<file path="src/rtl/fbq_pkg.sv">
// constants, carriers and state type for the flash burst and partition query table
// Function
// page read byte holds n, page is 2^n bytes: 05 separate bus, 00 multiplexed
// count of synchronous read configuration bytes that follow reads 03
// configuration byte bits 0-2 hold n, length 2^(n+1); bits 3-7 reserved
// configuration code 07h means continuous linear burst to end of space
// host may copy a 3-bit burst code straight into read configuration bits 0-2
// the three configuration bytes read 02, 03 and 07: 8, 16 words, continuous
// region count reads zero on single partition devices and no region fields follow; here those addresses still decode and read 00
// region description starts with two-byte size, counting the size field itself
// region description holds a two-byte count of identical partitions
// local concurrency byte: program ops in bits 0-3, erase ops in bits 4-7
// byte gives ops other partitions may run while this region programs
// byte gives ops other partitions may run while this region erases
// every table entry is a fixed read-only byte on the low eight data lines
package fbq_pkg;

   // ****************************************************************
   // bus widths
   // ****************************************************************
   localparam int ADDR_W  = 12;
   localparam int DATA_W  = 32;
   localparam int IDX_W   = ADDR_W - 2;

   // ****************************************************************
   // register indices (byte address is four times the index)
   // ****************************************************************
   localparam logic [IDX_W-1:0] IDX_PAGE_READ_SIZE   = 10'h127;
   localparam logic [IDX_W-1:0] IDX_SYNC_COUNT       = 10'h128;
   localparam logic [IDX_W-1:0] IDX_SYNC_CFG_ONE     = 10'h129;
   localparam logic [IDX_W-1:0] IDX_SYNC_CFG_TWO     = 10'h12A;
   localparam logic [IDX_W-1:0] IDX_SYNC_CFG_THREE   = 10'h12B;
   localparam logic [IDX_W-1:0] IDX_REGION_COUNT     = 10'h12C;
   localparam logic [IDX_W-1:0] IDX_REGION_SIZE_LO   = 10'h12D;
   localparam logic [IDX_W-1:0] IDX_REGION_SIZE_HI   = 10'h12E;
   localparam logic [IDX_W-1:0] IDX_IDENT_PART_LO    = 10'h12F;
   localparam logic [IDX_W-1:0] IDX_IDENT_PART_HI    = 10'h130;
   localparam logic [IDX_W-1:0] IDX_LOCAL_CONC       = 10'h131;
   localparam logic [IDX_W-1:0] IDX_CONC_PROGRAM     = 10'h132;
   localparam logic [IDX_W-1:0] IDX_CONC_ERASE       = 10'h133;
   localparam logic [IDX_W-1:0] IDX_READ_CONFIG      = 10'h140;
   localparam logic [IDX_W-1:0] IDX_BURST_STATUS     = 10'h141;

   // ****************************************************************
   // fixed table values and field layout
   // ****************************************************************
   localparam logic [7:0] PAGE_CODE_SEPARATE   = 8'h05;
   localparam logic [7:0] PAGE_CODE_MUX        = 8'h00;
   localparam logic [7:0] SYNC_CFG_COUNT       = 8'h03;
   localparam int         BURST_CODE_W         = 3;
   localparam logic [2:0] BURST_CODE_ONE       = 3'h2;
   localparam logic [2:0] BURST_CODE_TWO       = 3'h3;
   localparam logic [2:0] BURST_CODE_THREE     = 3'h7;
   localparam logic [2:0] BURST_CODE_CONT      = 3'h7;
   localparam int         PROG_LSB             = 0;
   localparam int         ERASE_LSB            = 4;
   localparam int         STAT_CONT_BIT        = 3;
   localparam int         STAT_LEN_LSB         = 8;
   localparam logic [2:0] READ_CONFIG_RESET    = 3'h7;

   // ****************************************************************
   // response codes
   // ****************************************************************
   localparam logic [1:0] RESP_OKAY   = 2'h0;
   localparam logic [1:0] RESP_SLVERR = 2'h2;
   localparam logic [1:0] RESP_DECERR = 2'h3;

   // ****************************************************************
   // carriers
   // ****************************************************************
   typedef struct packed {
      logic              awvalid;
      logic [ADDR_W-1:0] awaddr;
      logic [2:0]        awprot;
      logic              wvalid;
      logic [DATA_W-1:0] wdata;
      logic [3:0]        wstrb;
      logic              bready;
      logic              arvalid;
      logic [ADDR_W-1:0] araddr;
      logic [2:0]        arprot;
      logic              rready;
   } fbq_axi_req_type;

   typedef struct packed {
      logic              awready;
      logic              wready;
      logic              bvalid;
      logic [1:0]        bresp;
      logic              arready;
      logic              rvalid;
      logic [DATA_W-1:0] rdata;
      logic [1:0]        rresp;
   } fbq_axi_rsp_type;

   typedef struct packed {
      logic [2:0] code;
      logic       continuous;
      logic [7:0] length_words;
   } fbq_burst_type;

   typedef struct packed {
      logic            aw_held;
      logic [IDX_W-1:0] aw_idx;
      logic            w_held;
      logic [7:0]      w_byte;
      logic            w_lane0;
      fbq_axi_rsp_type rsp;
      logic [2:0]      read_config;
      fbq_burst_type   burst;
   } fbq_state_type;

   localparam fbq_burst_type BURST_RESET = '{code: 3'h7, continuous: 1'b1, length_words: 8'h00};

endpackage : fbq_pkg

</file>
<file path="src/rtl/fbq_query_rom.sv">
// query table for burst read and partition region facts, read over AXI4-Lite
//
// Decided for this implementation: the AXI4-Lite slave port.
`timescale 1ns/1ps
module fbq_query_rom #(
   parameter bit         SEPARATE_AD        = 1'b1,
   parameter logic [7:0] REGION_COUNT       = 8'h01,
   parameter logic [15:0] REGION_INFO_SIZE  = 16'h0011,
   parameter logic [15:0] IDENT_PARTITIONS  = 16'h0001,
   parameter logic [3:0] LOCAL_PROG_OPS     = 4'h1,
   parameter logic [3:0] LOCAL_ERASE_OPS    = 4'h1,
   parameter logic [3:0] DURING_PROG_PROG   = 4'h1,
   parameter logic [3:0] DURING_PROG_ERASE  = 4'h1,
   parameter logic [3:0] DURING_ERASE_PROG  = 4'h1,
   parameter logic [3:0] DURING_ERASE_ERASE = 4'h1
) (
   // clock, reset, enable
   input  wire logic                     ref_clk_i,
   input  wire logic                     reset_i,
   input  wire logic                     clk_en_i,
   // register bus
   input  wire fbq_pkg::fbq_axi_req_type axi_req_i,
   output      fbq_pkg::fbq_axi_rsp_type axi_rsp_o,
   // burst setting towards the read path
   output      fbq_pkg::fbq_burst_type   burst_o
);
   import fbq_pkg::*;

   // ****************************************************************
   // decoding helpers
   // ****************************************************************
   typedef struct packed {
      logic        hit;
      logic        writable;
      logic [DATA_W-1:0] data;
   } fbq_lookup_type;

   function automatic fbq_burst_type burst_decode(input logic [2:0] code);
      fbq_burst_type b;
      b.code = code;
      b.continuous = (code == BURST_CODE_CONT);
      if (b.continuous) begin
         b.length_words = 8'h00;
      end else begin
         b.length_words = 8'(16'h0001 << ({1'b0, code} + 4'h1));
      end
      return b;
   endfunction : burst_decode

   function automatic logic [7:0] nibble_pair(input logic [3:0] prog, input logic [3:0] erase);
      logic [7:0] v;
      v = 8'h00;
      v[PROG_LSB +: 4] = prog;
      v[ERASE_LSB +: 4] = erase;
      return v;
   endfunction : nibble_pair

   // one lookup serves both the read path and the write permission check
   function automatic fbq_lookup_type lookup(input logic [IDX_W-1:0] idx,
                                             input logic [2:0] rcfg,
                                             input fbq_burst_type b);
      fbq_lookup_type l;
      logic [7:0] entry;
      logic       region_field;
      entry = 8'h00;
      region_field = 1'b0;
      l.hit = 1'b1;
      l.writable = 1'b0;
      l.data = '0;
      unique case (idx)
         IDX_PAGE_READ_SIZE: begin
            entry = SEPARATE_AD ? PAGE_CODE_SEPARATE : PAGE_CODE_MUX;
         end
         IDX_SYNC_COUNT: begin
            entry = SYNC_CFG_COUNT;
         end
         IDX_SYNC_CFG_ONE: begin
            entry = {5'h00, BURST_CODE_ONE};
         end
         IDX_SYNC_CFG_TWO: begin
            entry = {5'h00, BURST_CODE_TWO};
         end
         IDX_SYNC_CFG_THREE: begin
            entry = {5'h00, BURST_CODE_THREE};
         end
         IDX_REGION_COUNT: begin
            entry = REGION_COUNT;
         end
         IDX_REGION_SIZE_LO: begin
            entry = REGION_INFO_SIZE[7:0];
            region_field = 1'b1;
         end
         IDX_REGION_SIZE_HI: begin
            entry = REGION_INFO_SIZE[15:8];
            region_field = 1'b1;
         end
         IDX_IDENT_PART_LO: begin
            entry = IDENT_PARTITIONS[7:0];
            region_field = 1'b1;
         end
         IDX_IDENT_PART_HI: begin
            entry = IDENT_PARTITIONS[15:8];
            region_field = 1'b1;
         end
         IDX_LOCAL_CONC: begin
            entry = nibble_pair(LOCAL_PROG_OPS, LOCAL_ERASE_OPS);
            region_field = 1'b1;
         end
         IDX_CONC_PROGRAM: begin
            entry = nibble_pair(DURING_PROG_PROG, DURING_PROG_ERASE);
            region_field = 1'b1;
         end
         IDX_CONC_ERASE: begin
            entry = nibble_pair(DURING_ERASE_PROG, DURING_ERASE_ERASE);
            region_field = 1'b1;
         end
         IDX_READ_CONFIG: begin
            l.writable = 1'b1;
            l.data[BURST_CODE_W-1:0] = rcfg;
         end
         IDX_BURST_STATUS: begin
            l.data[BURST_CODE_W-1:0] = b.code;
            l.data[STAT_CONT_BIT] = b.continuous;
            l.data[STAT_LEN_LSB +: 8] = b.length_words;
         end
         default: begin
            l.hit = 1'b0;
         end
      endcase
      // a single partition device still decodes its region fields behind the count, and they read 00
      if (region_field && (REGION_COUNT == 8'h00)) begin
         entry = 8'h00;
      end
      if (!l.writable && (idx != IDX_BURST_STATUS)) begin
         l.data[7:0] = entry;
      end
      return l;
   endfunction : lookup

   // ****************************************************************
   // state
   // ****************************************************************
   localparam fbq_axi_rsp_type RSP_RESET = '{awready: 1'b1, wready: 1'b1, bvalid: 1'b0,
                                             bresp: RESP_OKAY, arready: 1'b1, rvalid: 1'b0,
                                             rdata: '0, rresp: RESP_OKAY};
   localparam fbq_state_type STATE_RESET = '{aw_held: 1'b0, aw_idx: '0, w_held: 1'b0,
                                             w_byte: 8'h00, w_lane0: 1'b0, rsp: RSP_RESET,
                                             read_config: READ_CONFIG_RESET,
                                             burst: BURST_RESET};

   fbq_state_type state_q;
   fbq_state_type state_d;
   fbq_lookup_type wr_look;
   fbq_lookup_type rd_look;

   // ****************************************************************
   // next state
   // ****************************************************************
   always_comb begin
      state_d = state_q;
      wr_look = lookup(state_q.aw_idx, state_q.read_config, state_q.burst);
      rd_look = lookup(axi_req_i.araddr[ADDR_W-1:2], state_q.read_config, state_q.burst);

      // address and data are taken independently, in either order
      if (state_q.rsp.awready && axi_req_i.awvalid) begin
         state_d.aw_held = 1'b1;
         state_d.aw_idx = axi_req_i.awaddr[ADDR_W-1:2];
         state_d.rsp.awready = 1'b0;
         wr_look = lookup(axi_req_i.awaddr[ADDR_W-1:2], state_q.read_config, state_q.burst);
      end
      if (state_q.rsp.wready && axi_req_i.wvalid) begin
         state_d.w_held = 1'b1;
         state_d.w_byte = axi_req_i.wdata[7:0];
         state_d.w_lane0 = axi_req_i.wstrb[0];
         state_d.rsp.wready = 1'b0;
      end

      // response goes out once both halves are in; readies stay low until it is taken
      if (state_q.rsp.bvalid && axi_req_i.bready) begin
         state_d.rsp.bvalid = 1'b0;
         state_d.rsp.awready = 1'b1;
         state_d.rsp.wready = 1'b1;
      end else if (state_d.aw_held && state_d.w_held) begin
         state_d.aw_held = 1'b0;
         state_d.w_held = 1'b0;
         state_d.rsp.bvalid = 1'b1;
         if (wr_look.writable) begin
            state_d.rsp.bresp = RESP_OKAY;
            if (state_d.w_lane0) begin
               state_d.read_config = state_d.w_byte[BURST_CODE_W-1:0];
            end
         end else if (wr_look.hit) begin
            state_d.rsp.bresp = RESP_SLVERR;
         end else begin
            state_d.rsp.bresp = RESP_DECERR;
         end
      end
      state_d.burst = burst_decode(state_d.read_config);

      // reads: one outstanding, answered one edge after the address is taken
      if (state_q.rsp.rvalid && axi_req_i.rready) begin
         state_d.rsp.rvalid = 1'b0;
         state_d.rsp.arready = 1'b1;
      end
      if (state_q.rsp.arready && axi_req_i.arvalid) begin
         state_d.rsp.arready = 1'b0;
         state_d.rsp.rvalid = 1'b1;
         state_d.rsp.rdata = rd_look.hit ? rd_look.data : '0;
         state_d.rsp.rresp = rd_look.hit ? RESP_OKAY : RESP_DECERR;
      end
   end

   // ****************************************************************
   // registers
   // ****************************************************************
   // a low enable freezes the bus too, so handshakes simply stretch
   always_ff @(posedge ref_clk_i or posedge reset_i) begin
      if (reset_i) begin
         state_q <= STATE_RESET;
      end else if (clk_en_i) begin
         state_q <= state_d;
      end
   end

   assign axi_rsp_o = state_q.rsp;
   assign burst_o   = state_q.burst;

endmodule : fbq_query_rom

</file>
<file path="config.mk">
export PLATFORM = sky130hd
export DESIGN_NAME = fbq_query_rom
export DESIGN_NICKNAME = d
export VERILOG_FILES = /design/src/rtl/fbq_pkg.sv /design/src/rtl/fbq_query_rom.sv
export SDC_FILE = /design/constraint.sdc
export NUM_CORES = 1
export LEC_CHECK = 0
export ABC_AREA = 1
export BUFFER_PORTS_ARGS = -buffer_cell sky130_fd_sc_hd__buf_2
export CORE_MARGIN = 5
export CORE_UTILIZATION = 40
export DETAILED_ROUTE_END_ITERATION = 12
export GPL_TIMING_DRIVEN = 0
export PLACE_DENSITY = 0.69
export SYNTH_ARGS = -nofsm -noshare
export SYNTH_HDL_FRONTEND = slang
export SYNTH_SLANG_ARGS = --single-unit
</file>
<file path="constraint.sdc">
create_clock -name ref_clk_i -period 2.1 [get_ports ref_clk_i]
set_clock_uncertainty 0.05 [all_clocks]
set_input_delay 0.21 -clock ref_clk_i [delete_from_list [all_inputs] [get_ports ref_clk_i]]
set_output_delay 0.21 -clock ref_clk_i [all_outputs]
set_load 0.02 [all_outputs]
</file>
# Yosys cells after proc, flatten, opt, wreduce, memory -nomap -nowiden
# Index checks and enable logic that the tools add are counted.
[classes]
n_bitwise = 1
shifts = 1
n_mux = 45
eq_ne = 49
addsub = 1
n_reduce_logical = 39
[op_table]
columns = ["cell", "n"]
rows = [
  ["10-bit by 9-bit equality test with 1-bit output (second input constant)", 45],
  ["5-bit case mux with 6 select lines", 3],
  ["8-bit 2-to-1 mux", 7],
  ["15-bit OR reduction", 3],
  ["36-bit 2-to-1 mux", 1],
  ["34-bit 2-to-1 mux", 1],
  ["10-bit by 9-bit inequality test with 1-bit output (second input constant)", 3],
  ["3-bit 2-to-1 mux", 8],
  ["1-bit 2-to-1 mux", 18],
  ["2-bit OR reduction", 9],
  ["16-bit 2-to-1 mux", 1],
  ["2-bit AND reduction", 7],
  ["4-bit OR reduction", 3],
  ["11-bit 2-to-1 mux", 1],
  ["10-bit 2-to-1 mux", 1],
  ["1-bit logical AND", 9],
  ["2-bit 2-to-1 mux", 4],
  ["2-bit nonzero test", 4],
  ["1-bit by 4-bit << shifter with 8-bit output (first input constant)", 1],
  ["3-bit by 1-bit adder with 4-bit output (second input constant)", 1],
  ["3-bit equality test (second input constant)", 1],
  ["1-bit logical NOT", 3],
  ["3-bit AND reduction", 1],
  ["1-bit inverter", 1],
]
[word_totals]
register_bits = 74
wordCells = 153
inputBits = 74
output_inout_bits = 53

# Depth between registers and ports, before layout
[depth]
word_depth = 13
depth_mapped = 16
ltp_nobuf = 16

# Least setup slack after synthesis
# No wires, ideal clock.
[synth_path]
path_kind = "register to register"
start = "reg state_q, in the netlist axi_rsp_o[40]"
end = "reg state_q, in the netlist burst_o[1]"
stages_incl_launch_ff = 16
t_arrival_ns = 1.855
path_slack_ns = 0.129
path_cell_list = "dfstp_2 > nand2_2 > nand2_2 > nand2_2 > inv_2 > nand2_2 > nor2_4 > nand3_1 > nand2_2 > nor2_2 > ha_1 > nor2_1 > inv_1 > nor2_2 > nand2_1 > nand2_1"
[synth_rtl]
columns = ["element", "line_no", "rtl"]
rows = [
  ["start, declared", "fbq_query_rom.sv:151", "fbq_state_type state_q;"],
  ["start signal, assigned", "fbq_query_rom.sv:221", "state_q <= state_d;"],
]

==> results.cfg <==
[worst_setup_path]
rrSetupSlack_ns = 0.03
path_max_fanout = 6
crit-reg2reg-launch = axi_rsp_o[40]$_DFFE_PP1P_
startpoint_type = register
rr_endpoint = burst_o[2]$_DFFE_PP0P_
path_cells = nand2_4, nand2_2, nand2_2, inv_2, nand2_2, nor2_4, nand2_4, nand2_2, nand2_2, nor2_4, ha_4, nor2_4, inv_2, nor2_4, nand2_1, nand2_1
crit_buf_inv = 2
max_stage_delay_ns = 0.57
slowest_stage = dfstp_2
critPathArrivalTime_ns = 2.21
cp_data_required_time_ns = 2.24
worst-setup-path-type = register to register
end_kind = register
reg2reg_depth = 16
cp_common_cell = nand2_2
cpLargestDelayFamily = simple AND/OR/NAND/NOR gates

[timing]
holdWs_ns = 0.0744
finalMaxSlewViolations = 0
fmax_mhz = 484
finalCritPeriodShare_pct = 98.4
final.setup.worst_slack_ns = 0.0333
hold_viol = 0
fin_crit_ns = 2.07
rsz0062_at_grt = yes
setup_viol = 0

[grt]
grt_max_degree = 42
grt_pass1_vias = 2409
grt_first_pass_wirelength_mm = 10.4
antenna_found_initial = 0
grt_usage_pct = 14.3
grt_overflow = 0

[hold_path]
hold_depth = 3
hp-start = axi_req_i[68]
hold_class = input port to register
hold_end = state_q[74]$_DFFE_PP0P_

[clock_network]
cts.sink_count = 49
htree_levels = 2
cts_tree = built
worstSkewPairLatency_ns = 0.30
cts_buffer_depth = 2
cts-root-buf = clkbuf_8
cts_buffers = 5
clkTransAtPathRegs_ns = 0.09

[floorplanning]
fp.coreArea_um2 = 7210
ios = 127
dieWidth_um = 95.9
die_h_um = 95.9
die-area_um2 = 9200
initial_core_util_pct = 40.9
rows = 31

[final_layout]
layout_common_cells = nand2_1 (104), buf_4 (66), buf_2 (65), inv_1 (43), dfrtp_1 (42)
final_layout_size_suffix_gt1_share_pct = 36.7
regArea_um2 = 1230
fill_cells = 720
area_growth_pct = 27.7
final_net_count = 575
final_cells = 600
final_common_cell = nand2_1
num_antenna_cells = 0
multi_input_area_um2 = 1260

[routing]
dr.pass1.iters = 5
vias_per_cell = 4.46
routedWlPerCell_um = 11.0
vias = 2674
drc_errors = 0
wl_mm = 6.62
final_antenna_net_count = 0
initialDrtViolationCount = 123

[place]
gp_congestion = 0.907
io_buffers = 64
placed_cells = 578
pre_cts_ws_ns = -0.114
hpwlAfterDp_mm = 4.96

[run_status]
status = finished, final reports clean

[synth]
synth_area_per_cell_um2 = 7.45
yosysSeqAreaShare_pct = 41.8
ys_ff_latch = 49
yosys_warnings = 0
post_synth_inst_count = 396
ys_types = 31
synth_area_um2 = 2950

[run]
max_cap_violations = 0

[power]
leakagePower_nw = 2.10
irDropWorstVdd_mv = 0.470
finalPower_mw = 3.30
p_per_area_nw_per_um2 = 874
-- cell families after synthesis --
family / count (synthesis) / share of synthesized area [%]
AO/OA/AOI/OAI: 44 / 8.18
adder cells (fa/ha/maj): 1 / 0.424
buffers and inverters: 108 / 20.5
flip-flops: 49 / 41.8
multiplexers: 1 / 0.339
other: 1 / 0.127
AND/OR/NAND/NOR: 192 / 28.6
-- what timing repair did --
| action | 4_1_cts | 5_1_grt |
|---|---|---|
| hold buffers | 1 | 0 |
| setup buffers | 6 | 7 |
| gates resized for setup | 14 | 8 |
| endpoints found under the hold margin | 8 | 0 |
| setup endpoints to repair | 7 | 8 |
| pin swaps | 10 | 8 |
-- tightest hold or removal path, stage by stage --
cell and delay (ns):
buf_2 0.09, nand2_1 0.05, nand2_1 0.05
-- synth_stat cells, drive strengths merged --
library cell  number  area share [%]
nand2            120              17
buf               54              14
inv               47             6.0
dfrtp             42              36
nor2              37             5.6
o21ai             33             5.7
nand3             27             4.7
clkbuf             7            0.89
dfstp              7             6.2
a21oi              3            0.51
nor3               3            0.51
nand3b             2            0.51
nand4              2            0.42
o211ai             2            0.51
o31ai              2            0.51
a211oi             1            0.25
a31oi              1            0.21
conb               1            0.13
ha                 1            0.42
mux2i              1            0.34
nor4               1            0.21
o21a               1            0.25
o22ai              1            0.21
-- sequential cells by signal (all words and copies together) (netlist names) --
register,count
axi_rsp_o,21
state_q,16
burst_o,12
-- final cells by class --
type / count / area share (%)
multi-input cells: 257 / 33.4
flip-flops and latches: 49 / 32.8
repair buffers: 79 / 11.9
plain buffers: 61 / 11.4
inverters: 47 / 4.68
well taps: 99 / 3.29
clock buffers: 6 / 2.19
clock inverters: 2 / 0.365
-- report_power, final --
group | internal (mW) | switching, mW
registers | 1.22 | 0.177
clock network | 0.267 | 0.311
logic | 0.556 | 0.763
-- metal layers --
metal	vias up	share of wire (%)	GRT usage, %
met5	-	0	0
met4	0	1.0	4.27
met3	5	7.5	3.05
met2	83	48	24.8
met1	1213	44	17.9
li1	1373	-	-
-- worst max-delay path by stage --
stage / endpoint / slack (ns) / start / cells past startpoint
after floorplan: burst_o[1]$_DFFE_PP0P_ / 0.13 / axi_rsp_o[40]$_DFFE_PP1P_ / 15
after global placement: burst_o[3]$_DFFE_PP0P_ / -0.11 / axi_rsp_o[40]$_DFFE_PP1P_ / 13
after detailed placement: burst_o[3]$_DFFE_PP0P_ / -0.11 / axi_rsp_o[40]$_DFFE_PP1P_ / 13
after CTS: burst_o[3]$_DFFE_PP0P_ / 0.01 / axi_rsp_o[40]$_DFFE_PP1P_ / 16
after global routing: burst_o[1]$_DFFE_PP0P_ / -0.1 / axi_rsp_o[40]$_DFFE_PP1P_ / 16
final: burst_o[2]$_DFFE_PP0P_ / 0.03 / axi_rsp_o[40]$_DFFE_PP1P_ / 16
-- stage by stage --
step	instance area [um2]	utilization [%]	setup TNS, ns
after floorplan	3020	-	0
after global placement	3460	48.0	-0.429
after detailed placement	3480	48.3	-0.409
after CTS	3690	51.2	0
after global routing	3770	52.2	-0.559
final	3770	52.2	0
Power figures use the tool's default switching activity.
